$ cat src/logic/uart_match_defs.vh
// Purpose: Offsets, field positions, reset values and timing counts for the
//          serial address filter and baud/mode control block.
// Assumes: APB with 32-bit data, one register per aligned word.
// Notes:   Printed offsets 87h, 9Bh, A9h and B9h are not multiples of four, so all offsets are indices.
`ifndef UART_MATCH_DEFS_VH
`define UART_MATCH_DEFS_VH

// Register indices (byte address is four times the index)
`define IDX_POWER_CONTROL      8'h87
`define IDX_BAUD_RATE_CONTROL  8'h9B
`define IDX_SERIAL_CONTROL     8'h98
`define IDX_OWN_ADDRESS        8'hA9
`define IDX_ADDRESS_MASK       8'hB9
`define IDX_RX_STATUS          8'hC0

// Power control fields
`define PC_BAUD_DOUBLE    7
`define PC_ERR_SELECT     6
`define PC_POWER_ON       4
`define PC_GEN_B          3
`define PC_GEN_A          2
`define PC_POWER_DOWN     1
`define PC_SLEEP          0
`define PC_WRITE_MASK     8'hDF
`define PC_RESET_WARM     8'h00

// Baud rate control fields
`define BR_RUN            4
`define BR_TX_SEL         3
`define BR_RX_SEL         2
`define BR_FAST           1
`define BR_M0_SRC         0
`define BR_WRITE_MASK     8'h1F
`define BR_RESET          8'h00

// Serial control fields
`define SC_MODE0          7
`define SC_MODE1          6
`define SC_MULTIPROC      5
`define SC_REN            4
`define SC_TB8            3
`define SC_RB8            2
`define SC_TX_DONE        1
`define SC_RX_DONE        0
`define SC_RESET          8'h00

// Serial modes {mode0, mode1}
`define MODE_SHIFT        2'b00
`define MODE_UART8        2'b01
`define MODE_UART9A       2'b10
`define MODE_UART9B       2'b11

// Mode 0 fixed clock dividers
`define DIV_M0_NORMAL     8'd12
`define DIV_M0_DOUBLE     8'd6

// Rate generator divide ratios (the counter reloads one less) for slow and fast variants
`define BRG_SLOW_DIV      8'd64
`define BRG_FAST_DIV      8'd4

`endif

$ cat src/logic/uart_addr_match_baud_ctrl.v
// Purpose: Receive address filter, baud and mode control, power control
//          registers of an 8-bit controller's asynchronous serial port.
// Assumes: The shift engine sits outside; it reports finished frames.
// Notes:   Registers are reached over APB; no wait states are inserted.
//
// Functional notes
// Address recognition runs whenever the multiprocessor enable bit is set outside mode 0.
// With recognition on, receive flag sets only for frames addressed here.
// In mode 1 recognition needs an address match and a valid stop bit.
// In mode 0 the multiprocessor enable bit has no effect.
// Given address is own address with mask zeros as don't-care.
// Own 0101_0110 with mask 1111_1100 matches any 0101_01XX.
// Baud-double bit doubles the rate in modes 1, 2 and 3.
// Error-select bit routes serial control bit 7 to mode bit or framing error.
// Power-on flag set on cold reset, kept on warm, software may change it.
// Writing one to power-down enters power-down; reset clears it.
// Writing one to idle enters idle; interrupt or reset clears it.
// Power control resets to 00X1_0000, not bit addressable.
// Run bit starts the internal rate generator, clearing stops it.
// Transmit clock select: timers when clear, internal generator when set.
// Receive clock select: timers when clear, internal generator when set.
// Speed bit picks slow generator when clear, fast when set.
// Mode 0 source: oscillator /12 (/6 double speed) or internal generator.
// Baud rate control resets to XXX0_0000, not bit addressable.
// Software never sets reserved bits and ignores their read value.
// Broadcast address is own OR mask, zero bits being don't-care.
// In nine-bit modes only frames with ninth bit one are address frames.
`timescale 1ns/100ps
`include "uart_match_defs.vh"

module uart_addr_match_baud_ctrl (
	input  wire        SYS_CLK,
	input  wire        RESET,
	input  wire        COLD_RESET,
	input  wire        PSEL,
	input  wire        PENABLE,
	input  wire        PWRITE,
	input  wire [11:0] PADDR,
	input  wire [31:0] PWDATA,
	output reg  [31:0] PRDATA,
	output wire        PREADY,
	output wire        PSLVERR,
	input  wire        RX_FRAME_DONE,
	input  wire [7:0]  RX_DATA,
	input  wire        RX_NINTH_BIT,
	input  wire        RX_STOP_OK,
	input  wire        TX_FRAME_DONE,
	input  wire        INTERRUPT_EVENT,
	input  wire        TIMER_BAUD_TICK,
	input  wire        DOUBLE_SPEED_CORE,
	output reg         RX_BAUD_TICK,
	output reg         TX_BAUD_TICK,
	output reg         SERIAL_DOUBLE_RATE,
	output wire [1:0]  SERIAL_MODE,
	output reg  [7:0]  RX_BUFFER,
	output wire        RX_DONE,
	output reg         POWER_DOWN,
	output reg         SLEEP
);

	// Register state
	reg  [7:0] power_control_q;
	reg  [7:0] baud_rate_control_q;
	reg  [7:0] serial_control_q;
	reg  [7:0] own_address_q;
	reg  [7:0] address_mask_q;
	reg        framing_error_q;
	reg  [7:0] brg_count_q;
	reg  [7:0] m0_count_q;
	reg        cold_seen_q;
	reg        power_on_keep_q;
	reg        accept_ok;

	// Overview of the datapath:
	// - APB decode picks one of six byte-wide registers.
	// - The filter compares each finished frame with the
	//   given and broadcast addresses.
	// - The rate generator and the mode 0 divider feed the
	//   baud tick routing.
	// - Power control holds the doubling, error-select,
	//   power-on, general, power-down and idle bits.
	// The shift engine itself is outside; it only hands
	// over finished frames with their ninth and stop bits.
	//
	// Timing summary:
	// - Register writes land at the access-phase edge.
	// - Accepted frames raise the done flag one edge later.
	// - Tick, doubling and power outputs lag one edge more,
	//   because they come straight from flip-flops.

	wire       apb_write;
	wire       apb_read;
	wire [9:0] reg_index;
	wire       hit_pc;
	wire       hit_br;
	wire       hit_sc;
	wire       hit_own;
	wire       hit_mask;
	wire       hit_stat;
	wire       hit_any;
	wire [1:0] mode;
	wire       multiproc_active;
	wire       nine_bit_mode;
	wire [7:0] given_care;
	wire       given_match;
	wire       bcast_match;
	wire       addr_ok;
	wire       frame_accept;
	wire       rx_done_set;
	wire       brg_run;
	wire       brg_tick;
	wire [7:0] brg_div;
	wire [7:0] m0_div;
	wire       m0_tick;
	wire [7:0] sc_read;
	wire [7:0] power_read;

	// Access strobes; the slave never waits, so an access ends in one phase
	assign apb_write = PSEL & PENABLE & PWRITE;
	assign apb_read  = PSEL & ~PWRITE;
	assign PREADY    = 1'b1;
	assign reg_index = PADDR[11:2];
	assign hit_pc    = (reg_index == {2'b00, `IDX_POWER_CONTROL});
	assign hit_br    = (reg_index == {2'b00, `IDX_BAUD_RATE_CONTROL});
	assign hit_sc    = (reg_index == {2'b00, `IDX_SERIAL_CONTROL});
	assign hit_own   = (reg_index == {2'b00, `IDX_OWN_ADDRESS});
	assign hit_mask  = (reg_index == {2'b00, `IDX_ADDRESS_MASK});
	assign hit_stat  = (reg_index == {2'b00, `IDX_RX_STATUS});
	assign hit_any   = hit_pc | hit_br | hit_sc | hit_own | hit_mask | hit_stat;
	// Unmapped addresses and misaligned offsets answer with an error
	assign PSLVERR   = PSEL & PENABLE & (~hit_any | (PADDR[1:0] != 2'b00));

	// Mode decode and recognition gating
	assign mode             = {serial_control_q[`SC_MODE0], serial_control_q[`SC_MODE1]};
	assign SERIAL_MODE      = mode;
	assign multiproc_active = serial_control_q[`SC_MULTIPROC] &
	                          (mode != `MODE_SHIFT);
	assign nine_bit_mode    = mode[1];

	// Given and broadcast address compare; mask zeros are don't-care in the given compare
	assign given_care  = address_mask_q;
	assign given_match = ((RX_DATA ^ own_address_q) & given_care) == 8'h00;
	// Broadcast: zeros of own OR mask are don't-care, ones must match
	assign bcast_match = ((~RX_DATA) & (own_address_q | address_mask_q)) == 8'h00;
	assign addr_ok     = given_match | bcast_match;

	// Frame acceptance per mode
	always @* begin : accept_logic
		reg ok;
		ok = 1'b1;
		if (!multiproc_active) begin
			ok = 1'b1;
		end else if (nine_bit_mode) begin
			// Only ninth-bit-one frames are addresses; data frames dropped
			ok = RX_NINTH_BIT & addr_ok;
		end else begin
			ok = addr_ok & RX_STOP_OK;
		end
		accept_ok = ok;
	end

	// A rejected frame still updates the framing error,
	// so software can see line trouble on foreign frames
	assign frame_accept = accept_ok;
	assign rx_done_set  = RX_FRAME_DONE & frame_accept;
	assign RX_DONE      = serial_control_q[`SC_RX_DONE];

	// Bit 7 of serial control reads mode bit or framing error
	assign sc_read = {power_control_q[`PC_ERR_SELECT] ? framing_error_q :
	                  serial_control_q[`SC_MODE0], serial_control_q[6:0]};
	assign power_read = power_control_q;

	// Power control register.
	// Warm reset clears every bit here, including the
	// power-down and idle requests, so the core wakes up.
	// The power-on flag cannot live in this register's reset
	// domain: a warm reset would wipe it. A copy set by cold
	// reset and by software writes is reloaded on the first edge
	// after release of the RESET input.
	// Limitation: a read in the very first cycle after
	// release would still show the flag as zero; the bus
	// master must wait one edge, which APB setup gives it.
	// Power control; cold reset sets power-on flag, warm reset keeps it
	always @(posedge SYS_CLK or posedge RESET) begin
		if (RESET) begin
			power_control_q <= `PC_RESET_WARM;
			cold_seen_q     <= 1'b0;
		end else begin
			cold_seen_q <= 1'b1;
			if (apb_write && hit_pc) begin
				power_control_q <= PWDATA[7:0] & `PC_WRITE_MASK;
			end
			if (!cold_seen_q) begin
				// First edge after release: load flag kept through warm reset
				power_control_q[`PC_POWER_ON] <= power_on_keep_q;
			end
			if (INTERRUPT_EVENT) begin
				power_control_q[`PC_SLEEP] <= 1'b0;
			end
		end
	end

	// Power-on flag lives outside the reset domain of the register;
	// only the cold reset input or software changes it
	always @(posedge SYS_CLK or posedge COLD_RESET) begin
		if (COLD_RESET) begin
			power_on_keep_q <= 1'b1;
		end else if (!RESET && apb_write && hit_pc) begin
			power_on_keep_q <= PWDATA[`PC_POWER_ON];
		end
	end

	// Baud rate control register, own address and mask
	always @(posedge SYS_CLK or posedge RESET) begin
		if (RESET) begin
			baud_rate_control_q <= `BR_RESET;
			own_address_q       <= 8'h00;
			address_mask_q      <= 8'h00;
		end else begin
			if (apb_write && hit_br) begin
				baud_rate_control_q <= PWDATA[7:0] & `BR_WRITE_MASK;
			end
			if (apb_write && hit_own) begin
				own_address_q <= PWDATA[7:0];
			end
			if (apb_write && hit_mask) begin
				address_mask_q <= PWDATA[7:0];
			end
		end
	end

	// Serial control register.
	// The done flags are sticky: software clears them by
	// writing zero. If a frame finishes in the same cycle
	// as that write, the hardware set is applied last and
	// wins, so no frame is ever lost to a racing clear.
	// With error-select set, bit 7 writes go to the framing
	// error flag and the mode bit is left untouched.

	// Serial control with sticky done flags; hardware set beats clear
	always @(posedge SYS_CLK or posedge RESET) begin
		if (RESET) begin
			serial_control_q <= `SC_RESET;
			framing_error_q  <= 1'b0;
			RX_BUFFER        <= 8'h00;
		end else begin
			if (apb_write && hit_sc) begin
				serial_control_q <= PWDATA[7:0];
				// Error-select set: bit 7 write goes to framing error
				if (power_control_q[`PC_ERR_SELECT]) begin
					serial_control_q[`SC_MODE0] <= serial_control_q[`SC_MODE0];
					framing_error_q <= PWDATA[7];
				end
			end
			if (rx_done_set) begin
				serial_control_q[`SC_RX_DONE] <= 1'b1;
				serial_control_q[`SC_RB8]     <= RX_NINTH_BIT;
				RX_BUFFER <= RX_DATA;
			end
			if (TX_FRAME_DONE) begin
				serial_control_q[`SC_TX_DONE] <= 1'b1;
			end
			if (RX_FRAME_DONE && !RX_STOP_OK) begin
				framing_error_q <= 1'b1;
			end
		end
	end

	// Rate generator.
	// A down counter reloads from the slow or fast divider.
	// Stopping it forces the count to zero, so the first
	// tick after a restart comes on the next edge; this
	// trades an early tick for a simpler restart path.

	// Internal rate generator; slow or fast reload
	assign brg_run = baud_rate_control_q[`BR_RUN];
	assign brg_div = baud_rate_control_q[`BR_FAST] ? `BRG_FAST_DIV : `BRG_SLOW_DIV;
	assign brg_tick = brg_run && (brg_count_q == 8'h00);
	always @(posedge SYS_CLK or posedge RESET) begin
		if (RESET) begin
			brg_count_q <= 8'h00;
		end else if (!brg_run) begin
			brg_count_q <= 8'h00;
		end else if (brg_count_q == 8'h00) begin
			brg_count_q <= brg_div - 8'h01;
		end else begin
			brg_count_q <= brg_count_q - 8'h01;
		end
	end

	// Mode 0 fixed divider: /12, or /6 in double-speed core mode
	assign m0_div  = DOUBLE_SPEED_CORE ? `DIV_M0_DOUBLE : `DIV_M0_NORMAL;
	assign m0_tick = (m0_count_q == 8'h00);
	always @(posedge SYS_CLK or posedge RESET) begin
		if (RESET) begin
			m0_count_q <= 8'h00;
		end else if (m0_count_q == 8'h00) begin
			m0_count_q <= m0_div - 8'h01;
		end else begin
			m0_count_q <= m0_count_q - 8'h01;
		end
	end

	// Baud clock routing and registered outputs
	always @(posedge SYS_CLK or posedge RESET) begin
		if (RESET) begin
			RX_BAUD_TICK       <= 1'b0;
			TX_BAUD_TICK       <= 1'b0;
			SERIAL_DOUBLE_RATE <= 1'b0;
			POWER_DOWN         <= 1'b0;
			SLEEP              <= 1'b0;
		end else begin
			if (mode == `MODE_SHIFT) begin
				RX_BAUD_TICK <= baud_rate_control_q[`BR_M0_SRC] ? brg_tick : m0_tick;
				TX_BAUD_TICK <= baud_rate_control_q[`BR_M0_SRC] ? brg_tick : m0_tick;
			end else begin
				RX_BAUD_TICK <= baud_rate_control_q[`BR_RX_SEL] ? brg_tick
				                                                 : TIMER_BAUD_TICK;
				TX_BAUD_TICK <= baud_rate_control_q[`BR_TX_SEL] ? brg_tick
				                                                 : TIMER_BAUD_TICK;
			end
			// Doubling is meaningless in the shift mode
			SERIAL_DOUBLE_RATE <= power_control_q[`PC_BAUD_DOUBLE] &
			                      (mode != `MODE_SHIFT);
			POWER_DOWN <= power_control_q[`PC_POWER_DOWN];
			SLEEP      <= power_control_q[`PC_SLEEP];
		end
	end

	// Read path.
	// Reserved bits read as zero here, though software may
	// not rely on that. Unmapped reads return zero and are
	// flagged with an error response in the access phase.

	// Read mux; reserved bits and upper bits read as zero
	always @* begin
		PRDATA = 32'h00000000;
		if (apb_read) begin
			if (hit_pc) begin
				PRDATA[7:0] = power_read;
			end else if (hit_br) begin
				PRDATA[7:0] = baud_rate_control_q;
			end else if (hit_sc) begin
				PRDATA[7:0] = sc_read;
			end else if (hit_own) begin
				PRDATA[7:0] = own_address_q;
			end else if (hit_mask) begin
				PRDATA[7:0] = address_mask_q;
			end else if (hit_stat) begin
				PRDATA[7:0] = {7'h00, framing_error_q};
			end else begin
				PRDATA = 32'h00000000;
			end
		end
	end

endmodule // uart_addr_match_baud_ctrl

$ cat config.mk
export PLATFORM = sky130hd
export DESIGN_NAME = uart_addr_match_baud_ctrl
export DESIGN_NICKNAME = d
export VERILOG_FILES = /design/src/logic/uart_addr_match_baud_ctrl.v
export VERILOG_INCLUDE_DIRS = /design/src /design/src/logic
export SDC_FILE = /design/constraint.sdc
export NUM_CORES = 1
export LEC_CHECK = 0
export ABC_AREA = 1
export BUFFER_PORTS_ARGS = -buffer_cell sky130_fd_sc_hd__buf_4
export CAP_MARGIN = 5
export CELL_PAD_IN_SITES_DETAIL_PLACEMENT = 1
export CELL_PAD_IN_SITES_GLOBAL_PLACEMENT = 2
export CORE_ASPECT_RATIO = 1.25
export CORE_MARGIN = 1.5
export CORE_UTILIZATION = 29
export DETAILED_ROUTE_END_ITERATION = 10
export PLACE_DENSITY = 0.9
export SYNTH_ARGS = -nofsm -noshare
export SYNTH_HDL_FRONTEND = slang
export SYNTH_SLANG_ARGS = --single-unit
$ cat constraint.sdc
create_clock -name SYS_CLK -period 2.9 [get_ports SYS_CLK]
set_input_delay 0.58 -clock SYS_CLK [delete_from_list [all_inputs] [get_ports SYS_CLK]]
set_output_delay 0.58 -clock SYS_CLK [all_outputs]
set_load 0.005 [all_outputs]
==> results.md <==
* Status: completed
* Resized Gates After CTS at 0
* Fraction of registers with async set/reset at 100%
* Worst-margin pin slew at 0.521 ns
* Power share of the clock group at 44.9%
* Cell Area, Synth at 0.00412 mm2
* Setup violators final at 0
* Die Height at 136 um
* Post-DP HPWL at 9060 um
* Vias/cell at 4.57
* Hold Crit Class: input pin to async pin
* Starting density of the core at 29.7%
* Worst Setup End Kind: output pin
* Longest Clk Path Bufs at 2
* Flop pwr share at 43.3%
* PD cells at 486 mW/mm2
* Primary FF master, synth: dfrtp_1
* GPL Wtd Cong at 0.797
* Setup TNS at 0 ns
* Hold Vio Cnt, Final at 0
* Critical path startpoint category: input pin
* Internal reg-to-reg setup slack at 1.23 ns
* Post-Place Cell Area at 0.00470 mm2
* Die W at 110 um
* Worst Setup Path Type: input pin to output pin
* Gate power share at 11.8%
* Top cells by area, synth: dfrtp_1 (41%), nand2_1 (13%), inv_1 (7.0%)
* Max cap viols at 0
* Cell with the most instances after synthesis: nand2_1
* Count of pins over their slew limit at 0
* Final ANT Viol Nets at 0
* First-pass GRT wire length at 18500 um
* RSZ-0062 raised after global routing: false
* Largest net degree at the start of global routing at 41
* Full die area at 0.0149 mm2
* Final WL at 11400 um
* Post-route clock period utilization at 88.7%
* DRC at 0
* Final min period at 2.57 ns
* GRT overflow at 0
* Row cnt at 48
* Switching share of power at 26.3%
* Clk Latency, worst-skew pair at 0.34 ns
* Final Net Count at 679
* Layout cells sized above 1 at 23.2%
* Area growth, synth to finish at 21.2%
* Clk sinks at 68
* CP arrival at 1.99 ns
* Diodes inserted at 0
* Yosys Warn Count at 0
* Leakage at 2.69 nW
* Achievable Freq at 389 MHz
* Post-synth EDFFs at 0
* Gr usage total at 16.2%
* Clock-pin slew of the registers on the worst-case setup and hold paths at 0.06 ns
* Max_slew headroom at 65.3%
* IO Pins at 115
* CTS tree: done
* DR vias at 3612
* Share of the synthesized area in the top cell type at 40.7%
* Vias in the first global route at 3834
* CTS root buf: clkbuf_16
* Worst vdd ir at 0.259 mV
* 1st-iter DRT viols at 76
* Post-Syn Instances at 540
* Port buffer count at 65
* Count of TritonRoute iterations in the first routing pass at 4
* Cell-internal power at 1.79 mW
* Post-CTS Setup Bufs at 0
* Cell type with the highest aggregate area in the netlist: dfrtp_1
* Post-Syn Area per Cell at 7.63 um2
* Inserted Clock Buffers at 9
* Std-Cell Core Area at 0.0139 mm2
* Register area share after synthesis at 41.3%
* Net switching power figure at 639 uW
* Wire per inst at 14.4 um
* H-tree depth at 3
* Crit path required time at 2.32 ns
* Library cells used by synthesis at 40
* Initial antenna violation count at 0
* Post-CTS Hold Buffers at 0
* Worst Clk Skew at 0.00661 ns
* Register bit total from synthesis at 68
* Post-synth top cells: nand2_1 (140), inv_1 (77), dfrtp_1 (67)
* Fin area at 0.00500 mm2
* Critical path peak fanout at 5
path summary, 6_finish.rpt:
| check | start | endpoint | cells after the start |
|---|---|---|---|
| worst max register to register | brg_count_q[1] | brg_count_q[5] | 13 |
| max in group asynchronous | RESET | serial_control_q[7] | 3 |
| worst min-delay path | RESET | baud_rate_control_q[4] | 2 |
| worst max-delay path | PADDR[11] | PRDATA[2] | 9 |
| min in group SYS_CLK | power_control_q[1] | POWER_DOWN | 0 |
| worst min register to register | power_control_q[1] | POWER_DOWN | 0 |
per-stage QoR:
step / instances / power [mW] / hold WS, ns / worst slack [ns] / util, %
CTS: 791 / 2.46 / 0.179 / 0.296 / 36.0
global route: 791 / 2.54 / 0.187 / 0.218 / 36.0
floorplan: 564 / 1.25 / 0.369 / 0.485 / -
finish: 791 / 2.43 / 0.181 / 0.326 / 36.0
global placement: 775 / 1.34 / 0.378 / 0.359 / 33.9
detailed placement: 775 / 1.36 / 0.397 / 0.297 / 33.9
kinds of logic (layout without fill, tap and decap cells):
family | after synthesis | in the layout | share of synthesized area (%)
other cells | 2 | 26 | 0.182
compound gates | 97 | 97 | 13.3
xor+xnor | 1 | 1 | 0.212
simple gates | 248 | 248 | 30.0
flops | 68 | 68 | 41.3
mux | 1 | 1 | 0.273
buf+inv | 120 | 172 | 13.9
fa+ha+maj | 3 | 3 | 0.911
worst max-delay path, cell delays in order:
cell     delay, ns
buf_4         0.12
nor2_4        0.15
nand2_2       0.10
nor3_2        0.37
nand2_1       0.15
nand3_2       0.09
o21ai_1       0.07
a21oi_1       0.20
buf_4         0.15
layout make-up:
class	count	area, um2
repair buffers	67	503
flip-flops and latches	68	1700
inverters	89	340
well taps	175	219
multi-input cells	376	1940
clock inverters	6	65.1
clock buffers	10	229
fillers	1703	8880
registers in the layout (all words and copies together) (netlist names), 5 cells and up:
register             flops
m0_count_q               8
own_address_q            8
power_control_q          7
baud_rate_control_q      5
RX_BUFFER                8
address_mask_q           8
serial_control_q         8
brg_count_q              8
power by group through the flow:
stage               clock network, mW  registers (mW)  logic, mW
floorplan                           0            1.06      0.193
global placement                    0            1.06      0.274
detailed placement                  0            1.07      0.290
CTS                              1.11            1.05      0.292
global route                     1.15            1.06      0.327
finish                           1.09            1.05      0.287
routing by layer:
layer / global-route usage (%) / wire (um)
met5: 0 / 0
met4: 4.69 / 177
met3: 3.31 / 374
met2: 30.7 / 6270
met1: 17.9 / 4570
placed cells by master, fill, tap and decap left out, types with 2 or more instances in the layout:
cell,instances
inv_1,76
conb_1,26
nand3_1,27
ha_1,3
nand2_4,6
nand4_1,6
o21ai_2,9
clkbuf_16,9
o211ai_1,3
a21oi_2,2
dfrtp_1,67
a21oi_1,21
nand4_2,2
nor2_1,35
buf_4,67
o21ai_0,40
nor2_4,6
inv_2,10
inv_4,2
nor2_8,2
nand3_2,6
nor2_2,2
nand2_2,7
o2111ai_1,2
clkinv_2,3
o21ai_1,18
clkinv_4,2
nand2_1,140
nor3_1,4
Power figures use the tool's default switching activity.
